$ cat src/pkg/mcb_regs.vh
`ifndef MCB_REGS_VH
`define MCB_REGS_VH
// Word indices of the registers, decoded from byte address bits 5:2
`define MCB_ADR_RELOAD 4'h0
`define MCB_ADR_TXBUF 4'h1
`define MCB_ADR_CTRL 4'h2
`define MCB_ADR_STAT 4'h3
`define MCB_ADR_IRQ 4'h4
`define MCB_ADR_MASK 4'h5
// Control fields
`define MCB_CTRL_RSEN 0
`define MCB_CTRL_PEN 1
`define MCB_CTRL_SPI 2
// Status fields
`define MCB_STAT_BF 0
`define MCB_STAT_BUSY 2
`define MCB_STAT_STOP 4
`define MCB_STAT_ACK 6
// Interrupt fields
`define MCB_IRQ_BCOL 0
`define MCB_IRQ_DONE 1
// Reset values
`define MCB_RELOAD_RST 8'h4f
`define MCB_STAT_RST 8'h00
// Bits per transfer
`define MCB_I2C_BITS 4'h9
`define MCB_SPI_BITS 4'h8
`endif

$ cat src/core/mcb_master.v
// The address map and the Wishbone slave port were decided locally.
`timescale 1ns/1ps
`default_nettype none
`include "mcb_regs.vh"

module mcb_master (
    input wire clk_i,
    input wire rst_i,
    input wire wb_cyc_i,
    input wire wb_stb_i,
    input wire wb_we_i,
    input wire [5:0] wb_adr_i,
    input wire [3:0] wb_sel_i,
    input wire [31:0] wb_dat_i,
    output reg [31:0] wb_dat_o,
    output reg wb_ack_o,
    input wire sda_i,
    output wire sda_o,
    output wire sda_oe_o,
    input wire scl_i,
    output wire scl_o,
    output wire scl_oe_o,
    output wire sck_o,
    output wire mosi_o,
    input wire miso_i,
    output wire irq_o
);

localparam ST_IDLE = 4'h0;
localparam ST_RS_A = 4'h1;
localparam ST_RS_B = 4'h2;
localparam ST_RS_C = 4'h3;
localparam ST_RS_D = 4'h4;
localparam ST_RS_E = 4'h5;
localparam ST_P_A = 4'h6;
localparam ST_P_B = 4'h7;
localparam ST_P_C = 4'h8;
localparam ST_P_D = 4'h9;
localparam ST_TX = 4'ha;

////////////////////////////////////////////////////////////////////////////////
// Pin synchronisers
reg [1:0] sda_sy_r;
reg [1:0] scl_sy_r;
reg [1:0] miso_sy_r;
wire sda_s = sda_sy_r[1];
wire scl_s = scl_sy_r[1];

always @(posedge clk_i) begin
    if (rst_i) begin
        sda_sy_r <= 2'h3;
        scl_sy_r <= 2'h3;
        miso_sy_r <= 2'h0;
    end else begin
        sda_sy_r <= {sda_sy_r[0], sda_i};
        scl_sy_r <= {scl_sy_r[0], scl_i};
        miso_sy_r <= {miso_sy_r[0], miso_i};
    end
end

////////////////////////////////////////////////////////////////////////////////
// Registers and state
reg [7:0] reload_r;
reg [7:0] txbuf_r;
reg [7:0] rxbuf_r;
reg rsen_r;
reg pen_r;
reg spi_r;
reg bf_r;
reg stop_r;
reg ack_rx_r;
reg [1:0] irq_st_r;
reg [1:0] irq_mask_r;
reg [3:0] state_r;
reg [7:0] brg_r;
reg pre_r;
reg run_r;
reg sda_drv_r;
reg scl_drv_r;
reg sck_r;
reg [3:0] nbit_r;
reg half_r;

// Writes land on the edge at which the master samples ack high
wire wb_req = wb_cyc_i & wb_stb_i & wb_ack_o;
wire wb_wr = wb_req & wb_we_i & wb_sel_i[0];
wire [3:0] wb_idx = wb_adr_i[5:2];
wire wr_reload = wb_wr & (wb_idx == `MCB_ADR_RELOAD);
wire wr_tx = wb_wr & (wb_idx == `MCB_ADR_TXBUF);
wire wr_ctrl = wb_wr & (wb_idx == `MCB_ADR_CTRL);
wire wr_irq = wb_wr & (wb_idx == `MCB_ADR_IRQ);
wire wr_mask = wb_wr & (wb_idx == `MCB_ADR_MASK);
wire idle = (state_r == ST_IDLE);

// One baud counter step every second oscillator cycle, so a rollover lasts
// 2*(reload+1) cycles and two rollovers make one serial clock period.
wire expire = run_r & pre_r & (brg_r == 8'h00);

// Events decided by the sequencer
reg col;
reg done;
reg load;
reg stop_ev;

////////////////////////////////////////////////////////////////////////////////
// Wishbone slave: one wait state, unmapped words read zero
always @(posedge clk_i) begin
    if (rst_i) begin
        wb_ack_o <= 1'b0;
        wb_dat_o <= 32'h00000000;
    end else begin
        wb_ack_o <= wb_cyc_i & wb_stb_i & ~wb_ack_o;
        case (wb_idx)
            `MCB_ADR_RELOAD: wb_dat_o <= {24'h000000, reload_r};
            `MCB_ADR_TXBUF: wb_dat_o <= {24'h000000, rxbuf_r};
            `MCB_ADR_CTRL: wb_dat_o <= {29'h00000000, spi_r, pen_r, rsen_r};
            `MCB_ADR_STAT: wb_dat_o <= {24'h000000, 1'b0, ack_rx_r, 1'b0, stop_r,
                                        1'b0, ~idle, 1'b0, bf_r};
            `MCB_ADR_IRQ: wb_dat_o <= {30'h00000000, irq_st_r};
            `MCB_ADR_MASK: wb_dat_o <= {30'h00000000, irq_mask_r};
            default: wb_dat_o <= 32'h00000000;
        endcase
    end
end

////////////////////////////////////////////////////////////////////////////////
// Software registers and interrupts
always @(posedge clk_i) begin
    if (rst_i) begin
        reload_r <= `MCB_RELOAD_RST;
        spi_r <= 1'b0;
        irq_st_r <= 2'h0;
        irq_mask_r <= 2'h0;
    end else begin
        // Values below 3 break I2C timing; software must avoid them
        if (wr_reload) begin
            reload_r <= wb_dat_i[7:0];
        end
        if (wr_ctrl & idle) begin
            spi_r <= wb_dat_i[`MCB_CTRL_SPI];
        end
        if (wr_mask) begin
            irq_mask_r <= wb_dat_i[1:0];
        end
        // Hardware set wins over a write-one clear in the same cycle
        irq_st_r <= (irq_st_r & ~(wr_irq ? wb_dat_i[1:0] : 2'h0)) | {done, col};
    end
end

assign irq_o = |(irq_st_r & irq_mask_r);

////////////////////////////////////////////////////////////////////////////////
// Baud counter shared by both modes
always @(posedge clk_i) begin
    if (rst_i) begin
        brg_r <= 8'h00;
        pre_r <= 1'b0;
        run_r <= 1'b0;
    end else if (load | (run_r & expire & ~done & ~col)) begin
        brg_r <= reload_r;
        pre_r <= 1'b0;
        run_r <= 1'b1;
    end else if (done | col) begin
        run_r <= 1'b0;
    end else if (run_r) begin
        pre_r <= ~pre_r;
        if (pre_r) begin
            brg_r <= brg_r - 8'h01;
        end
    end
end

////////////////////////////////////////////////////////////////////////////////
// Condition and transfer sequencer
reg [3:0] state_nxt;

always @* begin
    state_nxt = state_r;
    col = 1'b0;
    done = 1'b0;
    load = 1'b0;
    stop_ev = 1'b0;
    case (state_r)
        ST_IDLE: begin
            if (wr_tx) begin
                state_nxt = ST_TX;
                load = 1'b1;
            end else if (wr_ctrl & ~spi_r & wb_dat_i[`MCB_CTRL_RSEN]) begin
                state_nxt = ST_RS_A;
            end else if (wr_ctrl & ~spi_r & wb_dat_i[`MCB_CTRL_PEN]) begin
                state_nxt = ST_P_A;
            end
        end
        ST_RS_A: begin
            if (sda_s) begin
                load = 1'b1;
                state_nxt = ST_RS_B;
            end
        end
        ST_RS_B: begin
            if (expire) begin
                state_nxt = ST_RS_C;
            end
        end
        ST_RS_C: begin
            if (scl_s) begin
                if (~sda_s) begin
                    col = 1'b1;
                end else begin
                    load = 1'b1;
                    state_nxt = ST_RS_D;
                end
            end
        end
        ST_RS_D: begin
            // An early SDA fall is another master's Start and is tolerated
            if (~scl_s & ~sda_drv_r) begin
                col = 1'b1;
            end else if (expire) begin
                load = 1'b1;
                state_nxt = ST_RS_E;
            end
        end
        ST_RS_E: begin
            if (expire) begin
                done = 1'b1;
            end
        end
        ST_P_A: begin
            if (~sda_s) begin
                state_nxt = ST_P_B;
            end
        end
        ST_P_B: begin
            if (scl_s) begin
                load = 1'b1;
                state_nxt = ST_P_C;
            end
        end
        ST_P_C: begin
            if (~scl_s) begin
                col = 1'b1;
            end else if (expire) begin
                load = 1'b1;
                state_nxt = ST_P_D;
            end
        end
        ST_P_D: begin
            if (~scl_s & ~sda_s) begin
                col = 1'b1;
            end else if (expire) begin
                if (~sda_s) begin
                    col = 1'b1;
                end else begin
                    stop_ev = 1'b1;
                    done = 1'b1;
                end
            end
        end
        ST_TX: begin
            if (expire & half_r & (nbit_r == 4'h1)) begin
                done = 1'b1;
            end
        end
        default: begin
            state_nxt = ST_IDLE;
        end
    endcase
    if (col | done) begin
        state_nxt = ST_IDLE;
    end
end

always @(posedge clk_i) begin
    if (rst_i) begin
        state_r <= ST_IDLE;
        rsen_r <= 1'b0;
        pen_r <= 1'b0;
        sda_drv_r <= 1'b0;
        scl_drv_r <= 1'b0;
        sck_r <= 1'b0;
        txbuf_r <= 8'h00;
        rxbuf_r <= 8'h00;
        bf_r <= 1'b0;
        stop_r <= 1'b0;
        ack_rx_r <= 1'b0;
        nbit_r <= 4'h0;
        half_r <= 1'b0;
    end else begin
        state_r <= state_nxt;
        if (state_r == ST_IDLE) begin
            if (wr_tx) begin
                txbuf_r <= wb_dat_i[7:0];
                bf_r <= 1'b1;
                half_r <= 1'b0;
                nbit_r <= spi_r ? `MCB_SPI_BITS : `MCB_I2C_BITS;
                sda_drv_r <= ~spi_r & ~wb_dat_i[7];
                scl_drv_r <= ~spi_r;
            end else if (wr_ctrl & ~spi_r) begin
                rsen_r <= wb_dat_i[`MCB_CTRL_RSEN];
                pen_r <= wb_dat_i[`MCB_CTRL_PEN] & ~wb_dat_i[`MCB_CTRL_RSEN];
                if (wb_dat_i[`MCB_CTRL_RSEN]) begin
                    sda_drv_r <= 1'b0;
                end else if (wb_dat_i[`MCB_CTRL_PEN]) begin
                    sda_drv_r <= 1'b1;
                    stop_r <= 1'b0;
                end
            end
        end
        if ((state_r == ST_RS_B) & expire) begin
            scl_drv_r <= 1'b0;
        end
        if ((state_r == ST_RS_D) & expire & scl_s) begin
            sda_drv_r <= 1'b1;
        end
        if ((state_r == ST_RS_E) & expire) begin
            scl_drv_r <= 1'b1;
        end
        if ((state_r == ST_P_A) & ~sda_s) begin
            scl_drv_r <= 1'b0;
        end
        if ((state_r == ST_P_C) & scl_s & expire) begin
            sda_drv_r <= 1'b0;
        end
        if (stop_ev) begin
            stop_r <= 1'b1;
        end
        if ((state_r == ST_TX) & expire) begin
            half_r <= ~half_r;
            if (~half_r) begin
                // Rising clock edge: release SCL or raise SCK, sample input
                scl_drv_r <= 1'b0;
                sck_r <= spi_r;
                if (spi_r) begin
                    rxbuf_r <= {rxbuf_r[6:0], miso_sy_r[1]};
                end else if (nbit_r == 4'h1) begin
                    ack_rx_r <= sda_s;
                end
            end else begin
                // Falling edge: drive the clock low, present the next bit
                scl_drv_r <= ~spi_r;
                sck_r <= 1'b0;
                nbit_r <= nbit_r - 4'h1;
                txbuf_r <= {txbuf_r[6:0], 1'b0};
                sda_drv_r <= ~spi_r & (nbit_r > 4'h2) & ~txbuf_r[6];
            end
        end
        if (done & (state_r == ST_TX)) begin
            bf_r <= 1'b0;
        end
        if (done | col) begin
            rsen_r <= 1'b0;
            pen_r <= 1'b0;
        end
        if (col) begin
            sda_drv_r <= 1'b0;
            scl_drv_r <= 1'b0;
        end
    end
end

////////////////////////////////////////////////////////////////////////////////
// Pins: open drain lines only ever pull low
assign sda_o = 1'b0;
assign scl_o = 1'b0;
assign sda_oe_o = sda_drv_r;
assign scl_oe_o = scl_drv_r;
assign sck_o = sck_r;
assign mosi_o = txbuf_r[7];

endmodule // mcb_master
`default_nettype wire

$ cat config.mk
export PLATFORM = sky130hd
export DESIGN_NAME = mcb_master
export DESIGN_NICKNAME = d
export VERILOG_FILES = /design/src/core/mcb_master.v
export VERILOG_INCLUDE_DIRS = /design/src /design/src/pkg
export SDC_FILE = /design/constraint.sdc
export NUM_CORES = 1
export LEC_CHECK = 0
export ABC_AREA = 1
export BUFFER_PORTS_ARGS = -buffer_cell sky130_fd_sc_hd__buf_2
export CORE_MARGIN = 5
export CORE_UTILIZATION = 23
export CTS_BUF_LIST = sky130_fd_sc_hd__clkbuf_8
export CTS_CLUSTER_DIAMETER = 30
export CTS_CLUSTER_SIZE = 16
export DETAILED_ROUTE_END_ITERATION = 8
export HOLD_SLACK_MARGIN = 0.15
export PLACE_DENSITY = 0.48
export SYNTH_ARGS = -nofsm -noshare
export SYNTH_HDL_FRONTEND = slang
export SYNTH_SLANG_ARGS = --single-unit
$ cat constraint.sdc
create_clock -name clk_i -period 1.7 [get_ports clk_i]
set_input_delay 0.255 -clock clk_i [delete_from_list [all_inputs] [get_ports clk_i]]
set_output_delay 0.255 -clock clk_i [all_outputs]
set_load 0.005 [all_outputs]
# [Word-level counts from Yosys, hierarchy flattened]
# Cells that the tools add are included.
# W data, S select, Z words.
[word_totals] out_inout_bits=40 word_cells=222 inputBits=50 regBits=95
[op_classes] n_reduce_logical=29 n_bitwise=58 n_addsub=2 n_eq_ne=30 magnitude_cmp=1 n_mux=77
[op_table] op="$mux W4" n=17
[op_table] op="$mux W8" n=8
[op_table] op="$pmux W8 S6" n=1
[op_table] op="$mux W1" n=46
[op_table] op="$and A1 B1 Y1" n=36
[op_table] op="$pmux W4 S9" n=1
[op_table] op="$eq A4 B3 Y1 const B" n=6
[op_table] op="$ne A2 B2 Y1 const B" n=11
[op_table] op="$eq A4 B2 Y1 const B" n=4
[op_table] op="$not A1 Y1" n=16
[op_table] op="$reduce_bool A2 Y1" n=8
[op_table] op="$eq A4 B1 Y1 const B" n=3
[op_table] op="$eq A4 B4 Y1 const B" n=3
[op_table] op="$reduce_and A12 Y1" n=1
[op_table] op="$reduce_bool A5 Y1" n=2
[op_table] op="$reduce_or A2 Y1" n=5
[op_table] op="$reduce_and A3 Y1" n=3
[op_table] op="$logic_not A4 Y1" n=2
[op_table] op="$logic_not A8 Y1" n=1
[op_table] op="$reduce_and A2 Y1" n=4
[op_table] op="$sub A8 B1 Y8 const B" n=1
[op_table] op="$pmux W1 S6" n=1
[op_table] op="$reduce_and A5 Y1" n=1
[op_table] op="$and A2 B2 Y2" n=2
[op_table] op="other kinds (12)" n=14

# [Logic depth before layout (Yosys ltp)]
[depth] word_depth=13 ltp_mapped=15 depth_no_buf=15

# [Worst setup path after synthesis]
# OpenSTA, ideal clock, no wires.
[synth_timing] path_type="reg-to-reg" start="register brg_r[0]" end="register nbit_r[1]" path_buffers=0 path_stages_with_launch=12 t_arrival_ps=1548 synth_period_minus_slack_ps=1665 required_ps=1583 setup_ps=117 path_slack_ps=35 cell_sequence="dfxtp_1 inv_1 ha_1 nand3_2 nor2_8 nand2_1 nor2_4 inv_1 nand2_2 inv_1 nand3_1 o21ai_1"
[synth_via] elab_chain_len=4
[synth_rtl] element="from (decl)" line_no="mcb_master.v:75" rtl="reg [7:0] brg_r;"
[synth_rtl] element="from (signal assigned)" line_no="mcb_master.v:160" rtl="brg_r <= reload_r;"
[synth_rtl] element="from (signal assigned)" line_no="mcb_master.v:168" rtl="brg_r <= brg_r - 8'h01;"
[synth_rtl] element="$logic_not A8 Y1" line_no="mcb_master.v:97" rtl="wire expire = run_r & pre_r & (brg_r == 8'h00);"
[synth_rtl] element="$and A1 B1 Y1" line_no="mcb_master.v:97"
[synth_rtl] element="$and A1 B1 Y1" line_no="mcb_master.v:328" rtl="if ((state_r == ST_TX) & expire) begin"
[synth_rtl] element="$mux W4" line_no="mcb_master.v:328"
[synth_rtl] element="to (signal assigned)" line_no="mcb_master.v:296" rtl="nbit_r <= spi_r ? `MCB_SPI_BITS : `MCB_I2C_BITS;"
[synth_rtl] element="to (signal assigned)" line_no="mcb_master.v:343" rtl="nbit_r <= nbit_r - 4'h1;"
[synth_rtl] element="to (decl)" line_no="mcb_master.v:81" rtl="reg [3:0] nbit_r;"
# No other way between the ends.
# A chain may end at the register's enable or synchronous reset.

# [Worst setup path after layout]
[layout_timing] start="register brg_r[0]" end="register brg_r[0]"
[layout_via] elab_chain_len=12 elab_cells_between_ends=31 cone_classes="add/sub (1); eq/ne (1); mux (15); bitwise (10); reduce/logical (4)"
[layout_rtl] element="$logic_not A8 Y1" line_no="mcb_master.v:97"
[layout_rtl] element="$and A1 B1 Y1" line_no="mcb_master.v:97"
[layout_rtl] element="$and A1 B1 Y1 (2 in series)" line_no="mcb_master.v:261" rtl="if (expire & half_r & (nbit_r == 4'h1)) begin"
[layout_rtl] element="$mux W1" line_no="mcb_master.v:261"
[layout_rtl] element="$pmux W1 S3" line_no="mcb_master.v:183" rtl="case (state_r)"
[layout_rtl] element="$not A1 Y1" line_no="mcb_master.v:159" rtl="end else if (load | (run_r & expire & ~done & ~col)) begin"
[layout_rtl] element="$and A1 B1 Y1 (2 in series)" line_no="mcb_master.v:159"
[layout_rtl] element="$or A1 B1 Y1" line_no="mcb_master.v:159"
[layout_rtl] element="$ne A2 B2 Y1 (no source line) / $reduce_bool A2 Y1 (equally long branches)"
[layout_rtl] element="$reduce_and A3 Y1 (no source line)"
# Several ways; a longest one is shown, not always the timed one. The select of a mux whose other input is x is not followed.

==> results.sh <==
export IMPL_outcome="finished with violations"
export IMPL_violations="negative setup slack"
export IMPL_r2r_end="brg_r[0]$_SDFFE_PP0P_"
export IMPL_slew_viol_final=0
export IMPL_nets=742
export IMPL_p_seq_frac=0.354
export IMPL_synth_top_family_by_area="simple AND/OR/NAND/NOR gates"
export IMPL_cap_viol_max_count=0
export IMPL_antenna_left=0
export IMPL_p_leak_nw=2.65
export IMPL_r2r_cells=13
export IMPL_rsz0062_at_grt="yes"
export IMPL_wl_mm=12.3
export IMPL_die_area_um2=19200
export IMPL_min_period_ns=1.76
export IMPL_synth_compound_area_frac=0.167
export IMPL_dpl_hpwl_mm=8.93
export IMPL_p_per_area_nw_per_um2=907
export IMPL_wl_per_cell_um=13.5
export IMPL_die_y_um=139
export IMPL_drc_errors=0
export IMPL_fillerInstances=1742
export IMPL_hold_end="reload_r[2]$_SDFFE_PP1P_"
export IMPL_route_vias_total=3950
export IMPL_drt_iter0_drc=181
export IMPL_core_area_um2=16400
export IMPL_ys_warn_count=0
export IMPL_track_usage=0.125
export IMPL_multi_input_area_um2=2370
export IMPL_netlist_area_um2=3810
export IMPL_internal_power_mw=3.41
export IMPL_p_switching_mw=1.84
export IMPL_combPwrFrac=0.379
export IMPL_synth_simple_gate_area_frac=0.279
export IMPL_slowest_stage="dfxtp_2"
export IMPL_path_buf_inv=2
export IMPL_final_cell_mix="buf_4 (98), nand2_1 (75), dfxtp_1 (65)"
export IMPL_numCtsBuffers=9
export IMPL_yosys_cell_types_count=45
export IMPL_dpl_cell_area_um2=4790
export IMPL_grt_pass1_wl_mm=19.6
export IMPL_cts_htree_levels=3
export IMPL_critPathArrivalTime_ns=2.02
export IMPL_synth_edf_count=0
export IMPL_path_class="flop to flop"
export IMPL_grt_ovfl_total=0
export IMPL_first_pass_iters=4
export IMPL_clock_sinks=71
export IMPL_max_vdd_ir_drop_mv=0.479
export IMPL_regArea_um2=1440
export IMPL_yosysSeqAreaShare=0.373
export IMPL_antenna_found_initial=0
export IMPL_gp_congestion=0.858
export IMPL_fmax_mhz=569
export IMPL_viasPerCell=4.34
export IMPL_avgSynthCellArea_um2=7.12
export IMPL_synth_area_mux_share=0
export IMPL_slowest_delay_ns=0.35
export IMPL_hp_class="input port to flop"
export IMPL_cts_tree="done"
export IMPL_synth_ff_type="dfxtp_1"
export IMPL_timing_critical_path_cells="inv_2, ha_4, nand3_4, nor2_8, buf_4, o21ai_2, nand2_2, nor2_4, nand2_4, nand2_4, nand2_1, nand2_2, a21oi_2"
export IMPL_io_buffers=34
export IMPL_async_flop_share=0
export IMPL_fin_crit_sh=1.03
export IMPL_clock_path_buffers=2
export IMPL_setup_violations=9
export IMPL_yosys_area_top_type="dfxtp_1"
export IMPL_final_layout_size_suffix_gt1_frac=0.429
export IMPL_fin_area_um2=5790
export IMPL_synth_adder_area_share=0.0164
export IMPL_area_growth_pct=52.0
export IMPL_finish_utilization=0.353
export IMPL_ys_seq_elements=71
export IMPL_pin_count=90
export IMPL_switching_share=0.350
export IMPL_relSlewSlack=0.414
export IMPL_cp_end_kind="flop"
export IMPL_die_width_um=139
export IMPL_synth_top_area_frac=0.373
export IMPL_critPathTopFamily="simple AND/OR/NAND/NOR gates"
export IMPL_synth_xor_area_frac=0.0138
export IMPL_start_util=0.232
export IMPL_clock_skew_final_ns=0.0137
export IMPL_worstPathRequired_ns=1.96
export IMPL_insertion_delay_ns=0.38
export IMPL_r2r_start="brg_r[0]$_SDFFE_PP0P_"
export IMPL_worstHoldStart="wb_dat_i[2]"
export IMPL_syn_inst=535
export IMPL_ys_top_cells_by_area="dfxtp_1 (37%), nand2_1 (10%), inv_1 (7.0%)"
export IMPL_regToRegSetupSlack_ns=-0.06
export IMPL_hold_viol=0
export IMPL_path_clk_slew_ns=0.08
export IMPL_num_antenna_cells=0
export IMPL_grt_pass1_vias=3960
export IMPL_fin_ws_ns=-0.0561
export IMPL_cts_root_buf="clkbuf_8"
export IMPL_worstHoldPathCells=3
export IMPL_grt_max_degree=25
export IMPL_start_kind="flop"
export IMPL_rows=47
export IMPL_whs_ns=0.187
export IMPL_tightest_slew_ns=0.877
export IMPL_path_max_fanout=6
export IMPL_final_common_cell="buf_4"
export IMPL_pwr_share_clk=0.266
[cells in the mapped netlist, drive strengths merged, types with 2 or more instances]
cell / number
nand2: 111
inv: 75
dfxtp: 71
nor2: 46
o21ai: 46
a21oi: 41
nand3: 40
buf: 31
nand4: 14
clkbuf: 10
o211ai: 7
ha: 5
o22ai: 5
xnor2: 5
nor3: 4
or2: 4
a211oi: 2
a21boi: 2
a22o: 2
a31oi: 2
o221ai: 2
[final cells by class]
class / count / area share
clock buffer: 11 / 0.0262
clock inverter: 3 / 0.00757
inverter: 76 / 0.0523
multi-input combinational: 373 / 0.410
sequential: 71 / 0.249
tap: 220 / 0.0476
timing repair buffer: 156 / 0.208
[metal layers]
metal  vias to the layer above  global-route usage  share of wire
met5                         -                   0              0
met4                         0              0.0479          0.020
met3                        20              0.0283          0.036
met2                        64               0.201           0.47
met1                      1853               0.164           0.48
li1                       2013                   -              -
[logic make-up (layout without fill, tap and decap cells)]
family,after synthesis,in the layout
buffers and inverters,117,246
AND/OR/NAND/NOR,222,223
AO/OA/AOI/OAI,113,113
other,1,26
flip-flops,71,71
adder cells (fa/ha/maj),5,5
XOR/XNOR,6,6
[how the worst max path moves through the flow]
| stage | from | end | depth (start not counted) |
|---|---|---|---|
| finish | brg_r[0]$_SDFFE_PP0P_ | brg_r[0]$_SDFFE_PP0P_ | 13 |
| global route | brg_r[0]$_SDFFE_PP0P_ | brg_r[0]$_SDFFE_PP0P_ | 14 |
| CTS | brg_r[1]$_SDFFE_PP0P_ | brg_r[3]$_SDFFE_PP0P_ | 14 |
| detailed placement | brg_r[0]$_SDFFE_PP0P_ | brg_r[2]$_SDFFE_PP0P_ | 12 |
| global placement | state_r[3]$_SDFFE_PP0P_ | txbuf_r[7]$_SDFF_PP0_ | 11 |
| floorplan | brg_r[0]$_SDFFE_PP0P_ | nbit_r[1]$_SDFF_PP0_ | 11 |
[state kept, by name, summed over array words and instances (netlist names), 2 cells and up]
signal      count
sda_sy_r        2
wb_dat_o        8
nbit_r          4
scl_sy_r        2
irq_mask_r      2
state_r         4
reload_r        8
irq_st_r        2
brg_r           8
txbuf_r         8
rxbuf_r         8
miso_sy_r       2
[power groups by stage]
stage / Combinational, mW / Sequential (mW) / Clock [mW]
after global routing: 2.17 / 1.87 / 1.51
after floorplan: 0.945 / 1.86 / 0
after CTS: 1.69 / 1.84 / 1.45
after detailed placement: 1.57 / 1.86 / 0
final: 1.99 / 1.86 / 1.40
after global placement: 1.56 / 1.86 / 0
[worst register-to-register path: cells and delay by family, from the launching register on]
family / cells / cell delay (ns)
AND/OR/NAND/NOR: 8 / 0.81
flip-flops: 1 / 0.35
adder cells (fa/ha/maj): 1 / 0.17
buffers and inverters: 2 / 0.19
AO/OA/AOI/OAI: 2 / 0.12
[stage by stage]
stage | power, mW | setup TNS (ns) | setup slack, ns | std cells
after floorplan | 2.81 | 0 | 0.0355 | 560
after global placement | 3.42 | -3.81 | -0.173 | 866
after detailed placement | 3.43 | -3.99 | -0.232 | 866
after CTS | 4.98 | -0.0193 | -0.00820 | 896
after global routing | 5.56 | -1.92 | -0.159 | 910
final | 5.25 | -0.329 | -0.0561 | 910
[timing repair]
item                                    CTS  global route
pin swaps                                12            36
gates resized for setup                  57           118
hold buffers                              8             0
setup buffers                             7            12
endpoints found under the hold margin     8             0
endpoints found under the setup margin   35            41
cloned                                    2             2
Note: power is estimated with default switching activity, not from simulation.
